===== src/hw/asrc_pkg.sv =====
/*
 Constants for the host-side controller of an asynchronous 512k x 16 static RAM.
 Assumes a 250 MHz system clock; all times are converted to whole cycles.
*/
package asrc_pkg;
	// Clock period in picoseconds.
	localparam int CLK_PS = 4000;
	// Address and data widths.
	localparam int ADDR_W = 19;
	localparam int DATA_W = 16;
	// Times in ns, fast grade then slow grade; access and float times are maxima, the rest minima.
	localparam int WRITE_PULSE_NS_FAST = 40;
	localparam int WRITE_PULSE_NS_SLOW = 55;
	localparam int ADDR_TO_WRITE_END_NS_FAST = 50;
	localparam int ADDR_TO_WRITE_END_NS_SLOW = 65;
	localparam int DATA_OVERLAP_MIN_NS_FAST = 25;
	localparam int DATA_OVERLAP_MIN_NS_SLOW = 35;
	localparam int ADDR_ACCESS_MAX_NS_FAST = 55;
	localparam int ADDR_ACCESS_MAX_NS_SLOW = 70;
	localparam int OE_OFF_TO_FLOAT_MAX_NS_SLOW = 25;
	// Minimum times round up to whole cycles.
	function automatic int ns_to_cyc(input int ns);
		return (ns * 1000 + CLK_PS - 1) / CLK_PS;
	endfunction : ns_to_cyc
	// The low window must cover the longest of pulse, address, select and lane times.
	localparam int WIN_CYC_FAST = ns_to_cyc(ADDR_TO_WRITE_END_NS_FAST);
	localparam int WIN_CYC_SLOW = ns_to_cyc(ADDR_TO_WRITE_END_NS_SLOW);
	localparam int PULSE_CYC_FAST = ns_to_cyc(WRITE_PULSE_NS_FAST);
	localparam int PULSE_CYC_SLOW = ns_to_cyc(WRITE_PULSE_NS_SLOW);
	localparam int DATA_CYC_FAST = ns_to_cyc(DATA_OVERLAP_MIN_NS_FAST);
	localparam int DATA_CYC_SLOW = ns_to_cyc(DATA_OVERLAP_MIN_NS_SLOW);
	// Read access, plus two cycles for the input synchroniser.
	localparam int READ_CYC_FAST = ns_to_cyc(ADDR_ACCESS_MAX_NS_FAST) + 2;
	localparam int READ_CYC_SLOW = ns_to_cyc(ADDR_ACCESS_MAX_NS_SLOW) + 2;
	// Idle gap after a read so the memory floats before the next write drives.
	localparam int TURN_CYC = ns_to_cyc(OE_OFF_TO_FLOAT_MAX_NS_SLOW);
	localparam int CNT_W = 6;
	localparam logic [CNT_W-1:0] CNT_ZERO = 6'h00;
	localparam logic [CNT_W-1:0] CNT_ONE = 6'h01;
	// Controller states, Gray coded along idle, setup, strobe, hold.
	typedef enum logic [2:0] {
		ASRC_IDLE  = 3'h0,
		ASRC_WSET  = 3'h1,
		ASRC_WSTB  = 3'h3,
		ASRC_WHOLD = 3'h2,
		ASRC_RACC  = 3'h6,
		ASRC_RTURN = 3'h7
	} asrc_state_t;
endpackage : asrc_pkg


===== src/hw/asrc_ctrl.sv =====
/*
 Host controller driving an asynchronous 512k x 16 static RAM through its pins.
 Assumes one request at a time on a valid/ready port and a board-level tristate
 resolving data_lines from data_out, data_oe and the memory's own drive.
*/
`timescale 1ns/1ns
`default_nettype none
// Contract
// Write happens only while both selects active, strobe low, a lane enabled.
// Write start is the last of the select, strobe and lane activations.
// Write end is the first of the select, strobe and lane deactivations.
// Write window lasts at least 40 ns fast grade, 55 ns slow.
// Low supply band forces slow-grade timing whatever grade is fitted.
// Address stable 50 ns fast, 65 ns slow, before write end.
// Both selects active 50 ns fast, 65 ns slow, before write end.
// Lane enables valid 50 ns fast, 65 ns slow, before write end.
// Address valid no later than write start.
// Address unchanged after the write ends, zero-time hold minimum.
// Data stable 25 ns fast, 35 ns slow, before end; held after.
// Memory drives no sooner than 5 ns after a write ends.
// Memory floats within 20 or 25 ns of strobe activation.
// Read data valid within 55 ns fast, 70 ns slow, of access start.
// Read data valid within 30 or 35 ns after output enable.
// Memory holds old output 10 ns after address change.
// Memory drive starts no sooner than 10 ns or 5 ns after enables.
// Memory floats within 20 or 25 ns after disable.
// Maximum turn-off is shorter than minimum turn-on.
// Memory drives only selected, reading, enabled lanes.
// All minimum times are rounded up to whole clock cycles.
module asrc_ctrl
	import asrc_pkg::*;
(
	// Clock and reset.
	input  wire logic                     clk_sys,
	input  wire logic                     srst,
	// Timing grade selects.
	input  wire logic                     fast_grade,
	input  wire logic                     low_supply,
	// Request port.
	input  wire logic                     req_valid,
	input  wire logic                     req_write,
	input  wire logic [asrc_pkg::ADDR_W-1:0] req_addr,
	input  wire logic [asrc_pkg::DATA_W-1:0] req_wdata,
	input  wire logic [1:0]               req_lane,
	output logic                          req_ready,
	// Read answer.
	output logic                          rsp_valid,
	output logic [asrc_pkg::DATA_W-1:0]   rsp_rdata,
	// Memory pins.
	output logic [asrc_pkg::ADDR_W-1:0]   addr,
	output logic                          select_active_low,
	output logic                          select_active_high,
	output logic                          write_strobe_n,
	output logic                          output_enable_n,
	output logic                          lower_lane_enable_n,
	output logic                          upper_lane_enable_n,
	input  wire logic [asrc_pkg::DATA_W-1:0] data_lines,
	output logic [asrc_pkg::DATA_W-1:0]   data_out,
	output logic                          data_oe
);
	import asrc_pkg::*;

	asrc_state_t state_q, state_d;
	logic [CNT_W-1:0] cnt_q, cnt_d;
	logic [DATA_W-1:0] data_sync;
	logic use_fast_q;
	logic [1:0] lane_q;

	// Fast limits apply only on the fast grade with normal supply.
	wire use_fast = fast_grade & ~low_supply;
	// Window length covers the longest of pulse width and address, select and lane lead times.
	wire [CNT_W-1:0] win_cyc = use_fast_q ? CNT_W'(WIN_CYC_FAST)
		: CNT_W'(WIN_CYC_SLOW);
	// Read length is loaded at the take, so it follows the grade of this request.
	wire [CNT_W-1:0] read_cyc = use_fast ? CNT_W'(READ_CYC_FAST)
		: CNT_W'(READ_CYC_SLOW);
	wire take = req_valid & req_ready;
	wire cnt_done = (cnt_q == CNT_ONE);
	wire lane_none = (req_lane == 2'h0);

	asrc_sync #(.W(DATA_W)) u_sync (
		.clk_sys (clk_sys),
		.srst    (srst),
		.d_in    (data_lines),
		.d_out   (data_sync)
	);

	// Next state and counter.
	always_comb begin
		state_d = state_q;
		cnt_d = (cnt_q == CNT_ZERO) ? CNT_ZERO : cnt_q - CNT_ONE;
		case (state_q)
			ASRC_IDLE: begin
				if (take && !lane_none) begin
					state_d = req_write ? ASRC_WSET : ASRC_RACC;
					cnt_d = req_write ? CNT_ONE : read_cyc;
				end
			end
			ASRC_WSET: begin
				// One cycle of address and data lead before the strobe.
				state_d = ASRC_WSTB;
				cnt_d = win_cyc;
			end
			ASRC_WSTB: begin
				if (cnt_done) begin
					state_d = ASRC_WHOLD;
					cnt_d = CNT_ONE;
				end
			end
			ASRC_WHOLD: begin
				state_d = ASRC_IDLE;
			end
			ASRC_RACC: begin
				if (cnt_done) begin
					state_d = ASRC_RTURN;
					cnt_d = CNT_W'(TURN_CYC);
				end
			end
			ASRC_RTURN: begin
				if (cnt_done) begin
					state_d = ASRC_IDLE;
				end
			end
			default: begin
				state_d = ASRC_IDLE;
			end
		endcase
	end

	// State, counter and request capture.
	always_ff @(posedge clk_sys) begin
		if (srst) begin
			state_q <= ASRC_IDLE;
			cnt_q <= CNT_ZERO;
			use_fast_q <= 1'b0;
			lane_q <= 2'h0;
		end else begin
			state_q <= state_d;
			cnt_q <= cnt_d;
			if (take) begin
				use_fast_q <= use_fast;
				lane_q <= req_lane;
			end
		end
	end

	// Pin levels decoded from the next state, so every pin leaves a flip-flop.
	wire nx_active = (state_d != ASRC_IDLE);
	wire nx_strobe = (state_d == ASRC_WSTB);
	wire nx_wdrive = (state_d == ASRC_WSET) || (state_d == ASRC_WSTB)
		|| (state_d == ASRC_WHOLD);
	wire nx_read = (state_d == ASRC_RACC);
	wire [1:0] nx_lane = (state_q == ASRC_IDLE) ? req_lane : lane_q;

	// Pin and answer registers.
	always_ff @(posedge clk_sys) begin
		if (srst) begin
			addr <= '0;
			select_active_low <= 1'b1;
			select_active_high <= 1'b0;
			write_strobe_n <= 1'b1;
			output_enable_n <= 1'b1;
			lower_lane_enable_n <= 1'b1;
			upper_lane_enable_n <= 1'b1;
			data_out <= '0;
			data_oe <= 1'b0;
			req_ready <= 1'b0;
			rsp_valid <= 1'b0;
			rsp_rdata <= '0;
		end else begin
			if (take) begin
				addr <= req_addr;
				data_out <= req_wdata;
			end
			// Selects and lanes frame the strobe on both sides.
			select_active_low <= ~nx_active;
			select_active_high <= nx_active;
			lower_lane_enable_n <= ~(nx_active & nx_lane[0]);
			upper_lane_enable_n <= ~(nx_active & nx_lane[1]);
			write_strobe_n <= ~nx_strobe;
			output_enable_n <= ~nx_read;
			data_oe <= nx_wdrive;
			req_ready <= (state_d == ASRC_IDLE) && !take;
			rsp_valid <= (state_q == ASRC_RACC) && cnt_done;
			rsp_rdata <= data_sync;
		end
	end

	// Strobe window length counter for checking.
	logic [CNT_W-1:0] stb_len_q;
	always_ff @(posedge clk_sys) begin
		if (srst) begin
			stb_len_q <= CNT_ZERO;
		end else begin
			stb_len_q <= write_strobe_n ? CNT_ZERO : stb_len_q + CNT_ONE;
		end
	end

	localparam int PF = PULSE_CYC_FAST;
	localparam int DF = DATA_CYC_FAST;
endmodule : asrc_ctrl
`default_nettype wire


===== src/hw/asrc_sync.sv =====
/*
 Two-stage synchroniser for the data lines read back from the memory.
 Assumes the input is asynchronous to clk_sys.
*/
`timescale 1ns/1ns
`default_nettype none
module asrc_sync #(
	parameter int W = 16
) (
	// Clock and reset.
	input  wire logic         clk_sys,
	input  wire logic         srst,
	// Data.
	input  wire logic [W-1:0] d_in,
	output logic      [W-1:0] d_out
);
	logic [W-1:0] meta_q;

	// First stage feeds only the second stage.
	always_ff @(posedge clk_sys) begin
		if (srst) begin
			meta_q <= '0;
			d_out  <= '0;
		end else begin
			meta_q <= d_in;
			d_out  <= meta_q;
		end
	end
endmodule : asrc_sync
`default_nettype wire


===== config.mk =====
export PLATFORM = sky130hd
export DESIGN_NAME = asrc_ctrl
export DESIGN_NICKNAME = d
export VERILOG_FILES = /design/src/hw/asrc_pkg.sv /design/src/hw/asrc_ctrl.sv /design/src/hw/asrc_sync.sv
export SDC_FILE = /design/constraint.sdc
export NUM_CORES = 1
export LEC_CHECK = 0
export BUFFER_PORTS_ARGS = -buffer_cell sky130_fd_sc_hd__buf_2
export CAP_MARGIN = 20
export CORE_UTILIZATION = 45
export DETAILED_ROUTE_END_ITERATION = 8
export HOLD_SLACK_MARGIN = 0.12
export PLACE_DENSITY_LB_ADDON = 0.08
export SLEW_MARGIN = 20
export SYNTH_ARGS = -nofsm -noshare
export SYNTH_HDL_FRONTEND = slang
export SYNTH_SLANG_ARGS = --single-unit

===== constraint.sdc =====
create_clock -name clk_sys -period 1.62 [get_ports clk_sys]
set_input_delay 0.405 -clock clk_sys [delete_from_list [all_inputs] [get_ports clk_sys]]
set_output_delay 0.405 -clock clk_sys [all_outputs]
set_load 0.02 [all_outputs]

Yosys cells after proc, flatten, opt, wreduce, memory -nomap -nowiden
Index checks and enable logic that the tools add are counted.

storage, ports and cells
  output and inout port bits = 60
  input bits = 59
  logic and storage cells = 65
  bits in registers = 104

cells by class
  add/subtract/negate cells = 1
  bitwise logic cells = 10
  reductions and logical operators = 12
  equality and inequality tests = 9
  mux-type cells = 15

operators by type and width
  cell                                                 number
  two-way mux 6 bit                                    4
  one-hot mux 6 bit (4 select lines)                   1
  two-way mux 3 bit                                    6
  one-hot mux 3 bit (5 select lines)                   1
  two-way mux 5 bit                                    2
  equality test 3 x 2 -> 1 bit, second input constant  3
  equality test 3 bit, second input constant           3
  equality test 3 x 1 -> 1 bit, second input constant  2
  equality test 6 x 1 -> 1 bit, second input constant  1
  logical NOT 3 bit                                    2
  logical NOT 6 bit                                    1
  inverter 1 bit                                       6
  subtractor 6 x 1 -> 6 bit, second input constant     1
  bitwise AND 1 bit                                    4
  logical AND 1 bit                                    3
  nonzero test 3 bit                                   1
  logical NOT 1 bit                                    2
  logical NOT 2 bit                                    1
  logical OR 1 bit                                     2
  two-way mux 2 bit                                    1

Depth between registers and ports, before layout
  depth after elaboration = 8
  gate-level depth with buffers = 6

By module
Synthesis repeated with hierarchy kept, for this count alone.

unflattened totals
  cells, all modules = 370
  area, all modules = 3528.4 µm²

by module, submodules not included
  module     area each (µm²)  instances  sequential area each (µm²)  cells each
  asrc_ctrl  2665.1           1          1441.4                      303
  asrc_sync  863.3            1          640.6                       67

Least setup slack after synthesis
OpenSTA, ideal clock, no wires.

  path kind = register -> register
  start point = register req_ready
  end point = register write_strobe_n
  buffers on the path = 0
  cell stages (with the launch flop) = 5
  arrival time = 1.377 ns
  path slack = 0.116 ns
  clock period less this slack = 1.504 ns
  library setup time = 0.127 ns
  path through = dfxtp_1 > o211a_1 > a21oi_1 > o311a_1 > or3_1

between the ends
  word-level cells in the longest chain between the ends = 6

ends and longest elaborated chain
  what                                line              RTL
  from (decl)                         asrc_ctrl.sv:45   output logic req_ready,
  from (signal assigned)              asrc_ctrl.sv:183  req_ready <= (state_d == ASRC_IDLE) && !take;
  bitwise AND 1 bit                   asrc_ctrl.sv:77   wire take = req_valid & req_ready;
  logical AND 1 bit                   asrc_ctrl.sv:94   if (take && !lane_none) begin
  two-way mux 3 bit                   asrc_ctrl.sv:94
  one-hot mux 3 bit (5 select lines)  asrc_ctrl.sv:92   case (state_q)
  equality test 3 x 2 -> 1 bit        asrc_ctrl.sv:149  wire nx_strobe = (state_d == ASRC_WSTB);
  inverter 1 bit                      asrc_ctrl.sv:180  write_strobe_n <= ~nx_strobe;
  to (signal assigned)                asrc_ctrl.sv:180
  to (decl)                           asrc_ctrl.sv:53   output logic write_strobe_n,

Every way passes these cells.
A chain may end at the register's enable or synchronous reset.

Worst setup path after layout
  start point = register state_q[1]
  end point = register cnt_q[2]

between the ends
  word-level cells in the longest chain between the ends = 2

ends and longest elaborated chain
  what                                               line              RTL
  from (decl)                                        asrc_ctrl.sv:63   asrc_state_t state_q, state_d;
  from (signal assigned)                             asrc_ctrl.sv:138  state_q <= state_d;
  equality test 3 bit, or another cell as far along  asrc_ctrl.sv:92
  one-hot mux 6 bit (4 select lines) *               asrc_ctrl.sv:92
  to (signal assigned)                               asrc_ctrl.sv:139  cnt_q <= cnt_d;
  to (decl)                                          asrc_ctrl.sv:64   logic [CNT_W-1:0] cnt_q, cnt_d;

Mark *: on every way between the ends. The rest lies on a longest branch, timed or not.

==> results.json <==
{
  "cts.sinks": 104,
  "synthToLayoutAreaGrowth_pct": 27.7,
  "grt_max_degree": 57,
  "rr_worst_depth": 5,
  "synth_seq_cells": 104,
  "end_kind": "flip-flop",
  "crit_family": "simple AND/OR/NAND/NOR gates",
  "fin_crit_sh": 0.959,
  "dpl_worst_slack_ns": -0.0655,
  "yosysWarnings": 0,
  "viasPerCell": 4.73,
  "fin_nets": 555,
  "instances_no_fill": 597,
  "syn_area_um2": 3490,
  "arrival_ns": 1.80,
  "hpwl_mm": 5.00,
  "hp-class": "in2reg",
  "synth_seq_area_share": 0.596,
  "wl_per_cell_um": 11.8,
  "cellPowerDensity_nw_per_um2": 1180,
  "first_iter_violations": 84,
  "netlist_instances": 371,
  "holdPathStages": 2,
  "p_leak_nw": 1.98,
  "drt-total-wl_mm": 7.06,
  "fin_ws_ns": 0.0670,
  "cp-startpoint": "state_q[1]",
  "synth_area_per_cell_um2": 9.42,
  "rrSetupSlack_ns": 0.07,
  "cts_made_buffers": 9,
  "die_width_um": 90.1,
  "worst_path_largest_cell_delay_ns": 0.40,
  "cts_max_level": 3,
  "diodes": 0,
  "worst-path-buf-inv": 0,
  "final-hold-violation-count": 0,
  "r2r_end": "cnt_q[2]",
  "rsz0062_at_grt": "yes",
  "root_buffer": "clkbuf_8",
  "hold_path_end": "u_sync.meta_q[13]",
  "tightest_slew_ns": 0.372,
  "cts-hold-fix-buffers": 0,
  "crit_slowest_cell": "or3_4",
  "overflow": 0,
  "dieArea_um2": 8120,
  "max_freq_mhz": 644,
  "crit_required_ns": 1.86,
  "syn_nets": 433,
  "grt_pass1_wl_mm": 11.6,
  "drc_errors": 0,
  "path_class": "reg2reg",
  "drive_gt1_frac": 0.319,
  "die_h_um": 90.1,
  "rows": 31,
  "maxCapViolCount": 0,
  "setup_viol": 0,
  "antenna_found_initial": 0,
  "start_util": 0.474,
  "whs_ns": 0.243,
  "final.min_clock_period_ns": 1.55,
  "clockBufferDepth": 2,
  "hp-start": "data_lines[13]",
  "tns_ns": 0,
  "irDropWorstVdd_mv": 0.638,
  "dp_cells": 581,
  "status": "finished, final reports clean",
  "antenna_left": 0,
  "crit_chain": "or3_4 -> nor3_2 -> nand2b_1 -> a311o_1 -> o41ai_1",
  "gp_congestion": 0.825,
  "cp-start-kind": "flip-flop",
  "io_pins": 119,
  "firstDrtPassIters": 4,
  "grt_pass1_vias": 2544,
  "utilization": 0.606,
  "clk_pin_slew_ns": 0.10,
  "cts_tree": "yes",
  "clock_latency_ns": 0.36,
  "slew_viol_final": 0,
  "r2r-start": "state_q[1]",
  "path_max_fanout": 4,
  "port_buffers": 118,
  "fin_skew_ns": 0.0128,
  "grt_use_total": 0.177,
  "slew-limit-headroom": 0.746,
  "core_um2": 7370,
  "synth_cell_type_count": 44,
  "num_vias": 2825
}
[registers in the layout, summed over array words and instances (netlist names)]
register and count:
addr 19, data_out 16, rsp_rdata 16, u_sync.d_out 16, u_sync.meta_q 16, cnt_q 6
state_q 3, lane_q 2, data_oe 1, lower_lane_enable_n 1, output_enable_n 1, req_ready 1
rsp_valid 1, select_active_high 1, select_active_low 1, upper_lane_enable_n 1, use_fast_q 1, write_strobe_n 1
[worst register-to-register path, stage by stage (launching register included)]
cell and delay, ns:
dfxtp_1 0.35, or3_4 0.40, nor3_2 0.20, nand2b_1 0.08, a311o_1 0.36, o41ai_1 0.07
[area by class of cell]
cell class	instances	area, µm²
clock buffer	10	128
clock inverter	6	58.8
fill	664	2910
inverter	4	15.0
multi-input combinational	241	1320
sequential	104	2090
tap	99	124
timing repair buffer	133	731
[cell usage after synthesis, drive strengths merged]
cell type    n  area (µm²)
a31oi        1        6.26
and3         3        28.8
a2111oi      1        8.76
nand4        1        6.26
or3b         1        8.76
dfxtp      104        2080
o211a        1        10.0
xor2         1        8.76
nor2        11        41.3
nor4         2        12.5
or4b         1        10.0
o41ai        1        8.76
nor4b        1        8.76
mux2         2        22.5
xnor2        2        17.5
inv          4        15.0
o311a        1        10.0
o211ai       2        15.0
o22ai        1        6.26
a21oi       47         235
o32ai        1        8.76
and3b        1        8.76
nand2       80         300
nand2b       4        25.0
clkbuf      14        52.6
buf          8        33.8
nand3        3        15.0
o21bai       2        15.0
ha           3        37.5
mux2i        1        10.0
or2          1        6.26
or3          3        23.8
a211oi       2        15.0
o21ai        1        5.00
and2         1        6.26
nor3         4        25.0
a311o        1        10.0
nor2b       51         319
nand3b       2        15.0
[cells by family (layout without fill, tap and decap cells)]
kind of cell / Yosys count / in the layout / share of synthesized area
muxes: 3 / 3 / 0.00931
AOI/OAI and AO/OA: 62 / 62 / 0.101
adders and majority gates: 3 / 3 / 0.0107
and+or+nand+nor: 170 / 170 / 0.246
xor gates and xnor gates: 3 / 3 / 0.00752
buffers and inverters: 26 / 153 / 0.0290
DFF: 104 / 104 / 0.596
[metrics by stage]
step                      total power [mW]  instance area, µm²
after CTS                             5.30                4450
final                                 5.26                4460
after global routing                  5.56                4460
after detailed placement              3.81                4260
after global placement                3.79                4260
after floorplan                       3.51                3490
[worst max-delay path by stage]
stage	cells past startpoint	to	slack [ns]
after detailed placement	6	cnt_q[3]	-0.07
after floorplan	4	write_strobe_n	0.12
after CTS	6	cnt_q[4]	0.01
after global routing	6	cnt_q[4]	-0.01
after global placement	6	cnt_q[3]	-0.001
final	5	cnt_q[2]	0.07
[routing by layer]
metal | wire (µm) | global-route usage | vias to the layer above
li1 | - | - | 1452
met1 | 3170 | 0.226 | 1281
met2 | 3450 | 0.293 | 84
met3 | 341 | 0.0313 | 8
met4 | 99 | 0.0780 | 0
met5 | 0 | 0 | -
[cells in the final DEF (no fill, tap or decap), drive strengths merged, types with 3 or more instances in the layout]
master and n:
buf 133, dfxtp 104, nand2 80, nor2b 51
a21oi 47, nor2 11, clkbuf 10, inv 7
nand2b 4, nor3 4, nand3 3, and3 3
or3 3, ha 3, clkinv 3
[power by group]
part | switching [mW] | internal, mW
sequential | 0.0949 | 2.73
clock | 0.888 | 0.595
combinational | 0.528 | 0.428
total | 1.51 | 3.75
[timing repair]
item / CTS / global route
endpoints found under the setup margin: 0 / 6
resized for setup: 0 / 7
setup buffers: 0 / 0
No activity file was read; power rests on OpenSTA's default activity.
